<file path="src/hw/ledp_pkg.sv">
// shared constants for the led dimming pwm timing core
`default_nettype none
package ledp_pkg;
  localparam int unsigned CLK_MHZ            = 125;
  localparam int unsigned CODE_W             = 7;
  localparam int unsigned CODE_CNT           = 128;
  // adc span 0.5v..1.5v, one code about 7.8mv, in microvolts
  localparam int unsigned ADC_LO_UV          = 500_000;
  localparam int unsigned ADC_HI_UV          = 1_500_000;
  localparam int unsigned ADC_STEP_UV        = 7_800;
  localparam int unsigned DIM_DIV            = 1000;
  localparam int unsigned DUTY_W             = 10;
  localparam int unsigned START_PCT          = 20;
  localparam int unsigned STEP_PERIODS       = 256;
  localparam int unsigned SS_MOD_HZ          = 3000;
  localparam int unsigned SS_MAX_PCT         = 125;
  localparam int unsigned SS_STEPS           = 16;
  localparam int unsigned SS_HOLD            = 2;
  // minimum off time per switching cycle, in ns
  localparam int unsigned MIN_OFF_NS         = 80;
  localparam int unsigned MIN_OFF_CYC        = (MIN_OFF_NS * CLK_MHZ) / 1000;
  localparam int unsigned SS_PHASES          = 2 * (SS_STEPS + SS_HOLD);
  localparam int unsigned SS_PHASE_CYC       = (CLK_MHZ * 1_000_000) / (SS_MOD_HZ * SS_PHASES);
endpackage : ledp_pkg
`default_nettype wire

</file>
<file path="src/hw/ledp_duty_rom.sv">
// exponential duty lookup table with registered read data
`default_nettype none
module ledp_duty_rom
  import ledp_pkg::*;
#(
  parameter int unsigned AW = 7,
  parameter int unsigned DW = 10
)
(
  input  wire logic          mclk_i,
  input  wire logic          reset_n_i,
  input  wire logic [AW-1:0] addr_i,
  output var  logic [DW-1:0] data_o
);
  logic [DW-1:0] rom [2**AW];

  // duty(k) = 1000 * 2^((k-127)*7/127): 0.78% .. 100%, exponentially spaced
  initial
  begin
    for (int k = 0; k < 2**AW; k++)
    begin
      rom[k] = DW'($rtoi(1000.0 * (2.0 ** ((real'(k) - 127.0) * 7.0 / 127.0)) + 0.5));
    end
  end

  always_ff @(posedge mclk_i or negedge reset_n_i)
  begin
    if (!reset_n_i)
      data_o <= '0;
    else
      data_o <= rom[addr_i];
  end
endmodule : ledp_duty_rom
`default_nettype wire

</file>
<file path="src/hw/ledp_core.sv">
// timing core: dimming, start-up step-up, spread spectrum, switch gate
`default_nettype none
// Notes on behaviour
// RL1: analog dimming level quantised to 7 bits
// RL2: each code selects exponentially spaced duty
// RL3: 0.5V to 1.5V spans all codes
// RL4: dimming clock is switching clock over 1000
// RL5: external low halts converter, opens load
// RL6: off interval stops pulses, compensation high-z
// RL7: steady high runs, steady low idles
// RL8: short external on intervals are honoured
// RL9: host avoids low glitches under 0.3us
// RL10: restart at 20%, step up over 256 periods
// RL11: spread spectrum always on, stepped triangle
// RL12: about 3kHz, sweep 100% to 125%
// RL13: forced minimum off time every cycle
// RL14: cycle start sets gate, comparator resets it
// RL15: one of 128 fixed duty values
// RL16: count dimming ticks, gate below threshold
module ledp_core
  import ledp_pkg::*;
#(
  parameter int unsigned NOM_PERIOD = 125,
  parameter int unsigned CODE_BITS  = 7
)
(
  input  wire logic                 mclk_i,
  input  wire logic                 reset_n_i,
  input  wire logic                 dim_pin_i,
  input  wire logic                 internal_mode_i,
  input  wire logic [15:0]          dim_level_mv_i,
  input  wire logic                 current_trip_i,
  input  wire logic                 restart_i,
  output var  logic                 switch_gate_o,
  output var  logic                 load_disconnect_gate_o,
  output var  logic                 comp_hiz_o,
  output var  logic [CODE_BITS-1:0] dim_code_o
);
  localparam int unsigned PW = 16;

  // ****************************************
  // input synchronisers
  // ****************************************
  logic [1:0] dim_sync_q;
  logic [1:0] trip_sync_q;
  logic [1:0] rst_sync_q;

  always_ff @(posedge mclk_i or negedge reset_n_i)
  begin
    if (!reset_n_i)
    begin
      dim_sync_q  <= 2'h0;
      trip_sync_q <= 2'h0;
      rst_sync_q  <= 2'h0;
    end
    else
    begin
      dim_sync_q  <= {dim_sync_q[0], dim_pin_i};
      trip_sync_q <= {trip_sync_q[0], current_trip_i};
      rst_sync_q  <= {rst_sync_q[0], restart_i};
    end
  end

  logic dim_pin_s;
  logic trip_s;
  logic restart_s;
  assign dim_pin_s = dim_sync_q[1];
  assign trip_s    = trip_sync_q[1];
  assign restart_s = rst_sync_q[1];

  // ****************************************
  // quantiser
  // ****************************************
  function automatic logic [CODE_BITS-1:0] quantise(input logic [15:0] mv);
    int unsigned uv;
    int unsigned c;
    uv = int'(mv) * 1000;
    if (uv <= ADC_LO_UV)
      c = 0;
    else if (uv >= ADC_HI_UV)
      c = CODE_CNT - 1;
    else
      c = (uv - ADC_LO_UV) / ADC_STEP_UV;
    if (c > CODE_CNT - 1)
      c = CODE_CNT - 1;
    return CODE_BITS'(c);
  endfunction : quantise

  logic [CODE_BITS-1:0] code_q;

  // RL1: linear code sampling
  // RL3: span clamp 0.5..1.5
  always_ff @(posedge mclk_i or negedge reset_n_i)
  begin
    if (!reset_n_i)
      code_q <= '0;
    else
      code_q <= quantise(dim_level_mv_i);
  end
  assign dim_code_o = code_q;

  // ****************************************
  // start-up step-up and spread spectrum
  // ****************************************
  logic [8:0]  stepup_q;
  logic [PW-1:0] per_cnt_q;
  logic [PW-1:0] period_lim;
  logic [4:0]  ss_step_q;
  logic        ss_up_q;
  logic [1:0]  ss_hold_q;
  logic [31:0] ss_tmr_q;
  logic        cyc_start;

  // RL10: slow period, ramp over 256 cycles
  // RL12: period shortens up to 125% frequency
  always_comb
  begin
    int unsigned slow;
    int unsigned base;
    slow = NOM_PERIOD * 100 / START_PCT;
    base = slow - ((slow - NOM_PERIOD) * int'(stepup_q)) / STEP_PERIODS;
    base = base - (base - base * 100 / SS_MAX_PCT) * int'(ss_step_q) / SS_STEPS;
    period_lim = PW'(base);
  end

  assign cyc_start = (per_cnt_q >= period_lim - PW'(1));

  always_ff @(posedge mclk_i or negedge reset_n_i)
  begin
    if (!reset_n_i)
      per_cnt_q <= '0;
    else if (cyc_start)
      per_cnt_q <= '0;
    else
      per_cnt_q <= per_cnt_q + PW'(1);
  end

  always_ff @(posedge mclk_i or negedge reset_n_i)
  begin
    if (!reset_n_i)
      stepup_q <= '0;
    else if (restart_s)
      stepup_q <= '0;
    else if (cyc_start && stepup_q != 9'(STEP_PERIODS))
      stepup_q <= stepup_q + 9'h001;
  end

  // RL11: stepped triangle, holds at peaks
  always_ff @(posedge mclk_i or negedge reset_n_i)
  begin
    if (!reset_n_i)
    begin
      ss_tmr_q  <= '0;
      ss_step_q <= '0;
      ss_up_q   <= 1'b1;
      ss_hold_q <= '0;
    end
    else if (ss_tmr_q >= 32'(SS_PHASE_CYC - 1))
    begin
      ss_tmr_q <= '0;
      if (ss_hold_q != 2'h0)
        ss_hold_q <= ss_hold_q - 2'h1;
      else if (ss_up_q && ss_step_q == 5'(SS_STEPS))
      begin
        ss_up_q   <= 1'b0;
        ss_hold_q <= 2'(SS_HOLD);
      end
      else if (!ss_up_q && ss_step_q == 5'h00)
      begin
        ss_up_q   <= 1'b1;
        ss_hold_q <= 2'(SS_HOLD);
      end
      else if (ss_up_q)
        ss_step_q <= ss_step_q + 5'h01;
      else
        ss_step_q <= ss_step_q - 5'h01;
    end
    else
      ss_tmr_q <= ss_tmr_q + 32'h0000_0001;
  end

  // ****************************************
  // internal dimming generator
  // ****************************************
  logic [9:0]        div_cnt_q;
  logic [DUTY_W-1:0] dim_cnt_q;
  logic [DUTY_W-1:0] duty_thr;
  logic              dim_tick;
  logic              int_on_q;

  // RL4: one dimming tick per 1000 cycles
  assign dim_tick = cyc_start && (div_cnt_q == 10'(DIM_DIV - 1));

  always_ff @(posedge mclk_i or negedge reset_n_i)
  begin
    if (!reset_n_i)
      div_cnt_q <= '0;
    else if (dim_tick)
      div_cnt_q <= '0;
    else if (cyc_start)
      div_cnt_q <= div_cnt_q + 10'h001;
  end

  // RL15: table of 128 duties
  // RL2: exponential duty per code
  ledp_duty_rom #(
    .AW (CODE_BITS),
    .DW (DUTY_W)
  ) u_rom (
    .mclk_i    (mclk_i),
    .reset_n_i (reset_n_i),
    .addr_i    (code_q),
    .data_o    (duty_thr)
  );

  // RL16: tick counter against threshold
  always_ff @(posedge mclk_i or negedge reset_n_i)
  begin
    if (!reset_n_i)
      dim_cnt_q <= '0;
    else if (dim_tick)
      dim_cnt_q <= (dim_cnt_q == DUTY_W'(DIM_DIV - 1)) ? '0 : dim_cnt_q + DUTY_W'(1);
  end

  // compared every cycle: no wait of a whole tick after reset or a code change
  always_ff @(posedge mclk_i or negedge reset_n_i)
  begin
    if (!reset_n_i)
      int_on_q <= 1'b0;
    else
      int_on_q <= (dim_cnt_q < duty_thr);
  end

  // ****************************************
  // run gating and switch latch
  // ****************************************
  logic run;
  logic gate_q;
  logic [7:0] off_cnt_q;

  // RL5: external level gates run
  // RL7: steady levels give steady states
  // RL8: no filtering of short on pulses
  assign run = internal_mode_i ? int_on_q : dim_pin_s;

  // RL6: off interval, no pulses, high-z
  assign comp_hiz_o             = !run;
  assign load_disconnect_gate_o = run;

  // RL13: forced off at end of cycle
  always_ff @(posedge mclk_i or negedge reset_n_i)
  begin
    if (!reset_n_i)
      off_cnt_q <= '0;
    else
      off_cnt_q <= 8'(MIN_OFF_CYC);
  end

  // RL14: set on start, reset on trip
  always_ff @(posedge mclk_i or negedge reset_n_i)
  begin
    if (!reset_n_i)
      gate_q <= 1'b0;
    else if (!run || trip_s || restart_s)
      gate_q <= 1'b0;
    else if ((period_lim - per_cnt_q) <= PW'(off_cnt_q) + PW'(1))
      gate_q <= 1'b0;
    else if (per_cnt_q == '0)
      gate_q <= 1'b1;
  end
  assign switch_gate_o = gate_q;
endmodule : ledp_core
`default_nettype wire

</file>
<file path="config.mk">
export PLATFORM = sky130hd
export DESIGN_NAME = ledp_core
export DESIGN_NICKNAME = d
export VERILOG_FILES = /design/src/hw/ledp_pkg.sv /design/src/hw/ledp_duty_rom.sv /design/src/hw/ledp_core.sv
export SDC_FILE = /design/constraint.sdc
export NUM_CORES = 1
export LEC_CHECK = 0
export ABC_AREA = 1
export BUFFER_PORTS_ARGS = -buffer_cell sky130_fd_sc_hd__clkbuf_2
export CAP_MARGIN = 20
export CORE_MARGIN = 1.5
export CORE_UTILIZATION = 55
export CTS_CLUSTER_DIAMETER = 30
export DETAILED_ROUTE_END_ITERATION = 10
export PLACE_DENSITY = 0.68
export SYNTH_ARGS = -nofsm -noshare
export SYNTH_HDL_FRONTEND = slang
export SYNTH_SLANG_ARGS = --single-unit
export TNS_END_PERCENT = 30
</file>
<file path="constraint.sdc">
create_clock -name mclk_i -period 61.4 [get_ports mclk_i]
set_clock_uncertainty 0.1 [all_clocks]
set_input_delay 12.28 -clock mclk_i [delete_from_list [all_inputs] [get_ports mclk_i]]
set_output_delay 12.28 -clock mclk_i [all_outputs]
set_load 0.05 [all_outputs]
</file>
Word-level counts from Yosys, hierarchy flattened
Memory sizes are Yosys's and may differ from the RTL's. A register that Yosys moved wholly into a read port is not among the register bits.
Index checks and enable logic that the tools add are counted.
{"block": "totals", "reg_bits": 101, "latchBits": 0, "ram_bits": 0, "rom_bits": 1280, "in_bits": 22, "out_inout_bits": 10, "word_cells": 91, "mem_count": 1}
{"memory": "u_rom.rom", "words": 128, "word_bits": 10, "read_ports": 1, "rd_clocked_by_memory_dff": 1, "wr": 0, "line_no": "ledp_duty_rom.sv:15", "text": "logic [DW-1:0] rom [2**AW];"}
{"block": "classes", "addsub": 15, "mul": 4, "div_mod_pow": 2, "order_cmp": 7, "n_eq_ne": 4, "n_shift": 0, "n_mux": 20, "n_bitwise": 3, "reduce_logical": 20}
{"op": "$mux 32", "count": 3}
{"op": "$add 32x1->32 const B", "count": 1}
{"op": "$div 32x13->32 const B", "count": 1}
{"op": "$div 32x7->32 const B", "count": 1}
{"op": "$ge 32x11->1 const B", "count": 1}
{"op": "$gt 32x7->1 const B", "count": 1}
{"op": "$mul 32x5->20", "count": 1}
{"op": "$mul 32x5->30 const B", "count": 1}
{"op": "$sub 32x32->32", "count": 1}
{"op": "$mux 10", "count": 3}
{"op": "$sub 26x19->27 const B", "count": 1}
{"op": "$ge 26x21->1 const B", "count": 1}
{"op": "$le 26x19->1 const B", "count": 1}
{"op": "$mul 16x7->23 const B", "count": 1}
{"op": "$add 10x1->10 const B", "count": 2}
{"op": "$eq 10x10->1 const B", "count": 2}
{"op": "$mux 9", "count": 2}
{"op": "$add 16x1->16 const B", "count": 1}
{"op": "$ge 16x16->1", "count": 1}
{"op": "$le 16x5->1", "count": 1}
{"op": "$logic_not 16->1", "count": 1}
{"op": "$mul 7x9->16 const A", "count": 1}
{"op": "$mux 16", "count": 1}
{"op": "$sub 11x16->16", "count": 1}
{"op": "25 further kinds", "count": 44}

Depth between registers and ports, before layout
{"block": "logic_depth", "ltp_word": 12, "depth_mapped": 174}

Hierarchy
A second synthesis with hierarchy kept.
{"block": "hier_totals", "cells_unflattened": 3835, "hier_area_um2": 25061.5}
{"module": "ledp_core", "instances": 1, "cells_each": 3520, "area_per_inst_um2": 23334.9, "seq_area_each_um2": 2528.7}
{"module": "ledp_duty_rom", "instances": 1, "cells_each": 315, "area_per_inst_um2": 1726.7, "seq_area_each_um2": 250.2}

Least setup slack after synthesis
No wires, ideal clock.
{"block": "synth_path", "path_type": "input -> output", "start": "in internal_mode_i", "end": "out load_disconnect_gate_o", "arrival_time_ns": 14.074, "required_time_ns": 49.020, "setup_slack_ns": 34.946, "stages": 2, "path_buffers": 0, "cell_sequence": "o21ai_0 -> inv_1"}
{"block": "synth_between", "elab_chain_len": 1}
{"item": "start: declaration", "line_no": "ledp_core.sv:30", "text": "input wire logic internal_mode_i,"}
{"item": "$mux 1", "line_no": "ledp_core.sv:244", "text": "assign run = internal_mode_i ? int_on_q : dim_pin_s;"}
{"item": "end: declaration", "line_no": "ledp_core.sv:35", "text": "output var logic load_disconnect_gate_o,"}
Every way passes these cells.

Final worst setup path
{"block": "layout_path", "start": "reg stepup_q[0]", "end": "reg dim_cnt_q[5]"}
{"block": "layout_between", "elab_chain_len": 10}
{"item": "start: declaration", "line_no": "ledp_core.sv:105", "text": "logic [8:0] stepup_q;"}
{"item": "start signal: assignment", "line_no": "ledp_core.sv:145", "text": "stepup_q <= stepup_q + 9'h001;"}
{"item": "$mul 7x9->16 (*)", "line_no": "ledp_core.sv:121", "text": "base = slow - ((slow - NOM_PERIOD) * int'(stepup_q)) / STEP_PERIODS;"}
{"item": "$sub 10x10->11 (*)", "line_no": "ledp_core.sv:121"}
{"item": "$mul 32x5->30", "line_no": "ledp_core.sv:122", "text": "base = base - (base - base * 100 / SS_MAX_PCT) * int'(ss_step_q) / SS_STEPS;"}
{"item": "$div 32x7->32", "line_no": "ledp_core.sv:122"}
{"item": "$sub 32x32->32", "line_no": "ledp_core.sv:122"}
{"item": "$mul 32x5->20", "line_no": "ledp_core.sv:122"}
{"item": "$sub 11x16->16 (*)", "line_no": "ledp_core.sv:122"}
{"item": "$sub 16x1->16 (*)", "line_no": "ledp_core.sv:126", "text": "assign cyc_start = (per_cnt_q >= period_lim - PW'(1));"}
{"item": "$ge 16x16->1 (*)", "line_no": "ledp_core.sv:126"}
{"item": "$logic_and 1x1->1 (*)", "line_no": "ledp_core.sv:192", "text": "assign dim_tick = cyc_start && (div_cnt_q == 10'(DIM_DIV - 1));"}
{"item": "end signal: assignment", "line_no": "ledp_core.sv:222", "text": "dim_cnt_q <= (dim_cnt_q == DUTY_W'(DIM_DIV - 1)) ? '0 : dim_cnt_q + DUTY_W'(1);"}
{"item": "end: declaration", "line_no": "ledp_core.sv:186", "text": "logic [DUTY_W-1:0] dim_cnt_q;"}
Mark *: on every way between the ends. The rest lies on a longest branch, timed or not.
A chain may end at the register's enable or synchronous reset.

==> flow_metrics.tcl <==
set metrics [dict create \
    outcome "complete, no violations" \
    hold_start "rst_sync_q[0]" \
    synth_warnings 0 \
    max_freq_mhz 34.8 \
    dp_hpwl_um 49300 \
    area_delta_synth_final_pct 4.60 \
    cts-root-buf "sky130_fd_sc_hd__clkbuf_16" \
    route.detailed.drc 0 \
    postRouteWirelength_um 58300 \
    worst_hold_path.endpoint "rst_sync_q[1]" \
    num_rows 77 \
    multi_input_area_sq_um 19800 \
    postCtsHoldBufs 0 \
    cts.clk_slew.worst_paths_ns 0.08 \
    final_nets 4148 \
    clkLatencyLatePin_ns 0.39 \
    netlist.top_cell.by_area "sky130_fd_sc_hd__ha_1" \
    hp-class "reg2reg" \
    drive_above_1_share_pct 10.7 \
    finalCritPeriodShare_pct 46.7 \
    syn_area_sq_um 25000 \
    floorplan.die.height_um 216 \
    grt_usage_pct 25.4 \
    numPortBuffers 31 \
    synth_seq_area_share_pct 11.1 \
    via_per_inst 5.33 \
    place_area_sq_um 25900 \
    ys_top_cells_by_area "sky130_fd_sc_hd__ha_1, sky130_fd_sc_hd__nand2_1, sky130_fd_sc_hd__dfrtp_1" \
    cts_tree "done" \
    worst_path_max_fanout 11 \
    wire_length_of_the_first_global_routing_pass_um 102000 \
    register_area_sq_um 2780 \
    antenna_found_initial 1 \
    worst_setup_path_end_kind "flop" \
    die_area_sq_um 46800 \
    synthCells 3691 \
    gp_congestion 0.940 \
    wl_per_cell_um 13.5 \
    diodes 0 \
    worst_slew_margin_rel_pct 34.6 \
    worstPathRequired_ns 61.61 \
    edff_count_synth 0 \
    number_of_global_route_vias_before_repair 22200 \
    detail_route.first_pass.iterations 6 \
    synth_top_flop_cell "sky130_fd_sc_hd__dfrtp_1" \
    tritoncts.num_buffers 9 \
    synth.ff_latch_count 111 \
    final.min_clock_period_ns 28.70 \
    design.core.area_sq_um 44500 \
    routed_vias 23100 \
    crit_slowest_cell "sky130_fd_sc_hd__nor4_1" \
    number_of_nets_still_failing_antenna_checks_after_routing 0 \
    tightestPinTransition_ns 0.972 \
    slew_viol_final 0 \
    clk_path_buf_depth 2 \
    grt_max_degree 61 \
    hold_viol 0 \
    setup_tns_ns 0 \
    cts_sinks 111 \
    cp_data_arrival_time_ns 28.91 \
    whs_ns 0.253 \
    htree_levels 3 \
    rsz_0062_raised_after_global_routing "false" \
    post_cts_buffers 0 \
    num-fill-cells 4247 \
    initial_utilization_pct 56.2 \
    ios 32 \
    critPathMaxStageDelay_ns 0.74 \
    stdcell_area_sq_um 26200 \
    r2r.worst_path.cells 152 \
    detailedRoute.firstIterationViolations 1603 \
    critPathLaunchType "flop" \
    die_wd_um 216 \
    layout.cells.most_common_list "sky130_fd_sc_hd__nand2_1, sky130_fd_sc_hd__inv_1, sky130_fd_sc_hd__nor2_1, sky130_fd_sc_hd__nand3_1, sky130_fd_sc_hd__ha_1" \
    syn_area_per_cell_sq_um 6.78 \
    critical_path.reg2reg.endpoint "dim_cnt_q[5]" \
    setup_viol_count_final 0 \
    reg2reg_slack_ns 32.70 \
    crit_path_frequent_cell "sky130_fd_sc_hd__nand2_1" \
    final_util_pct 58.8 \
    mostFrequentLayoutCell "sky130_fd_sc_hd__nand2_1" \
    resized_gates_after_cts 0 \
    hold_path_depth 0 \
    timing.max_cap.violations 0 \
    grt_overflow 0 \
    yosys.area.top_type_share_pct 13.0 \
    worst_setup_path_type "reg2reg" \
    timing.rr.start "stepup_q[0]" \
    async_flop_share_pct 100 \
    synth_cell_types 76 \
]
-- kinds of logic (layout without fill, tap and decap cells) --
logic type               after synthesis  after routing  synth area share (%)
AO/OA/AOI/OAI                        479            479                  11.2
AND/OR/NAND/NOR                     1847           1847                  36.4
other                                  2             22                0.0300
flip-flops                           111            111                  11.1
XOR/XNOR                             196            196                  7.06
buffers and inverters                659            682                  10.3
adder cells (fa/ha/maj)              397            397                  24.0
-- per-stage QoR --
stage / instances / setup WS (ns)
after floorplan: 3711 / 34.95
after global placement: 4310 / 33.40
after detailed placement: 4310 / 32.89
after CTS: 4326 / 32.80
after global routing: 4326 / 29.90
final: 4326 / 32.70
-- critical path, delay by kind of cell, from the launching register on --
kind,cells,cell delay [ns]
AO/OA/AOI/OAI,25,4.75
XOR/XNOR,14,3.57
adder cells (fa/ha/maj),20,7.48
buffers and inverters,18,1.87
flip-flops,1,0.45
AND/OR/NAND/NOR,75,10.36
-- worst max-delay path by stage --
stage | startpoint | end | depth (start not counted)
after floorplan | internal_mode_i | load_disconnect_gate_o | 2
after global placement | stepup_q[0] | dim_cnt_q[5] | 153
after detailed placement | stepup_q[0] | dim_cnt_q[5] | 154
after CTS | stepup_q[0] | dim_cnt_q[5] | 154
after global routing | stepup_q[0] | dim_cnt_q[5] | 155
final | stepup_q[0] | dim_cnt_q[5] | 152
-- layer usage --
metal	track usage [%]	up-vias	part of all wire [%]
met5	0	-	0
li1	-	11900	-
met4	5.09	0	1.2
met1	35.2	10700	48
met2	43.6	447	47
met3	1.84	53	3.7
-- layout make-up --
class / count / share of cell area [%]
well taps: 592 / 2.83
flip-flops and latches: 111 / 10.6
inverters: 631 / 9.16
clock inverters: 7 / 0.354
multi-input cells: 2941 / 75.5
repair buffers: 35 / 0.717
clock buffers: 9 / 0.861
-- registers in the layout, indices dropped and copies added, names as in the netlist --
signal,count
u_rom.data_o,10
dim_code_o,7
ss_up_q,1
per_cnt_q,16
ss_step_q,5
dim_sync_q,2
switch_gate_o,1
ss_hold_q,2
off_cnt_q,1
div_cnt_q,10
rst_sync_q,2
trip_sync_q,2
ss_tmr_q,32
dim_cnt_q,10
stepup_q,9
int_on_q,1
-- synthesized netlist by cell type (26+ instances only) --
| library cell | n |
|---|---|
| sky130_fd_sc_hd__nand2_1 | 787 |
| sky130_fd_sc_hd__inv_1 | 574 |
| sky130_fd_sc_hd__nor2_1 | 345 |
| sky130_fd_sc_hd__nand3_1 | 277 |
| sky130_fd_sc_hd__ha_1 | 260 |
| sky130_fd_sc_hd__a21oi_1 | 185 |
| sky130_fd_sc_hd__o21ai_0 | 140 |
| sky130_fd_sc_hd__fa_1 | 137 |
| sky130_fd_sc_hd__xor2_1 | 129 |
| sky130_fd_sc_hd__nand2_2 | 123 |
| sky130_fd_sc_hd__dfrtp_1 | 110 |
| sky130_fd_sc_hd__xnor2_1 | 62 |
| sky130_fd_sc_hd__nand2_4 | 61 |
| sky130_fd_sc_hd__nor3_1 | 49 |
| sky130_fd_sc_hd__nand4_1 | 38 |
| sky130_fd_sc_hd__inv_2 | 32 |
| sky130_fd_sc_hd__o21bai_1 | 27 |
| sky130_fd_sc_hd__nand3b_1 | 26 |
Power is not shown: default switching activity piles up to over one toggle a cycle in this logic, so the estimate is an artifact.
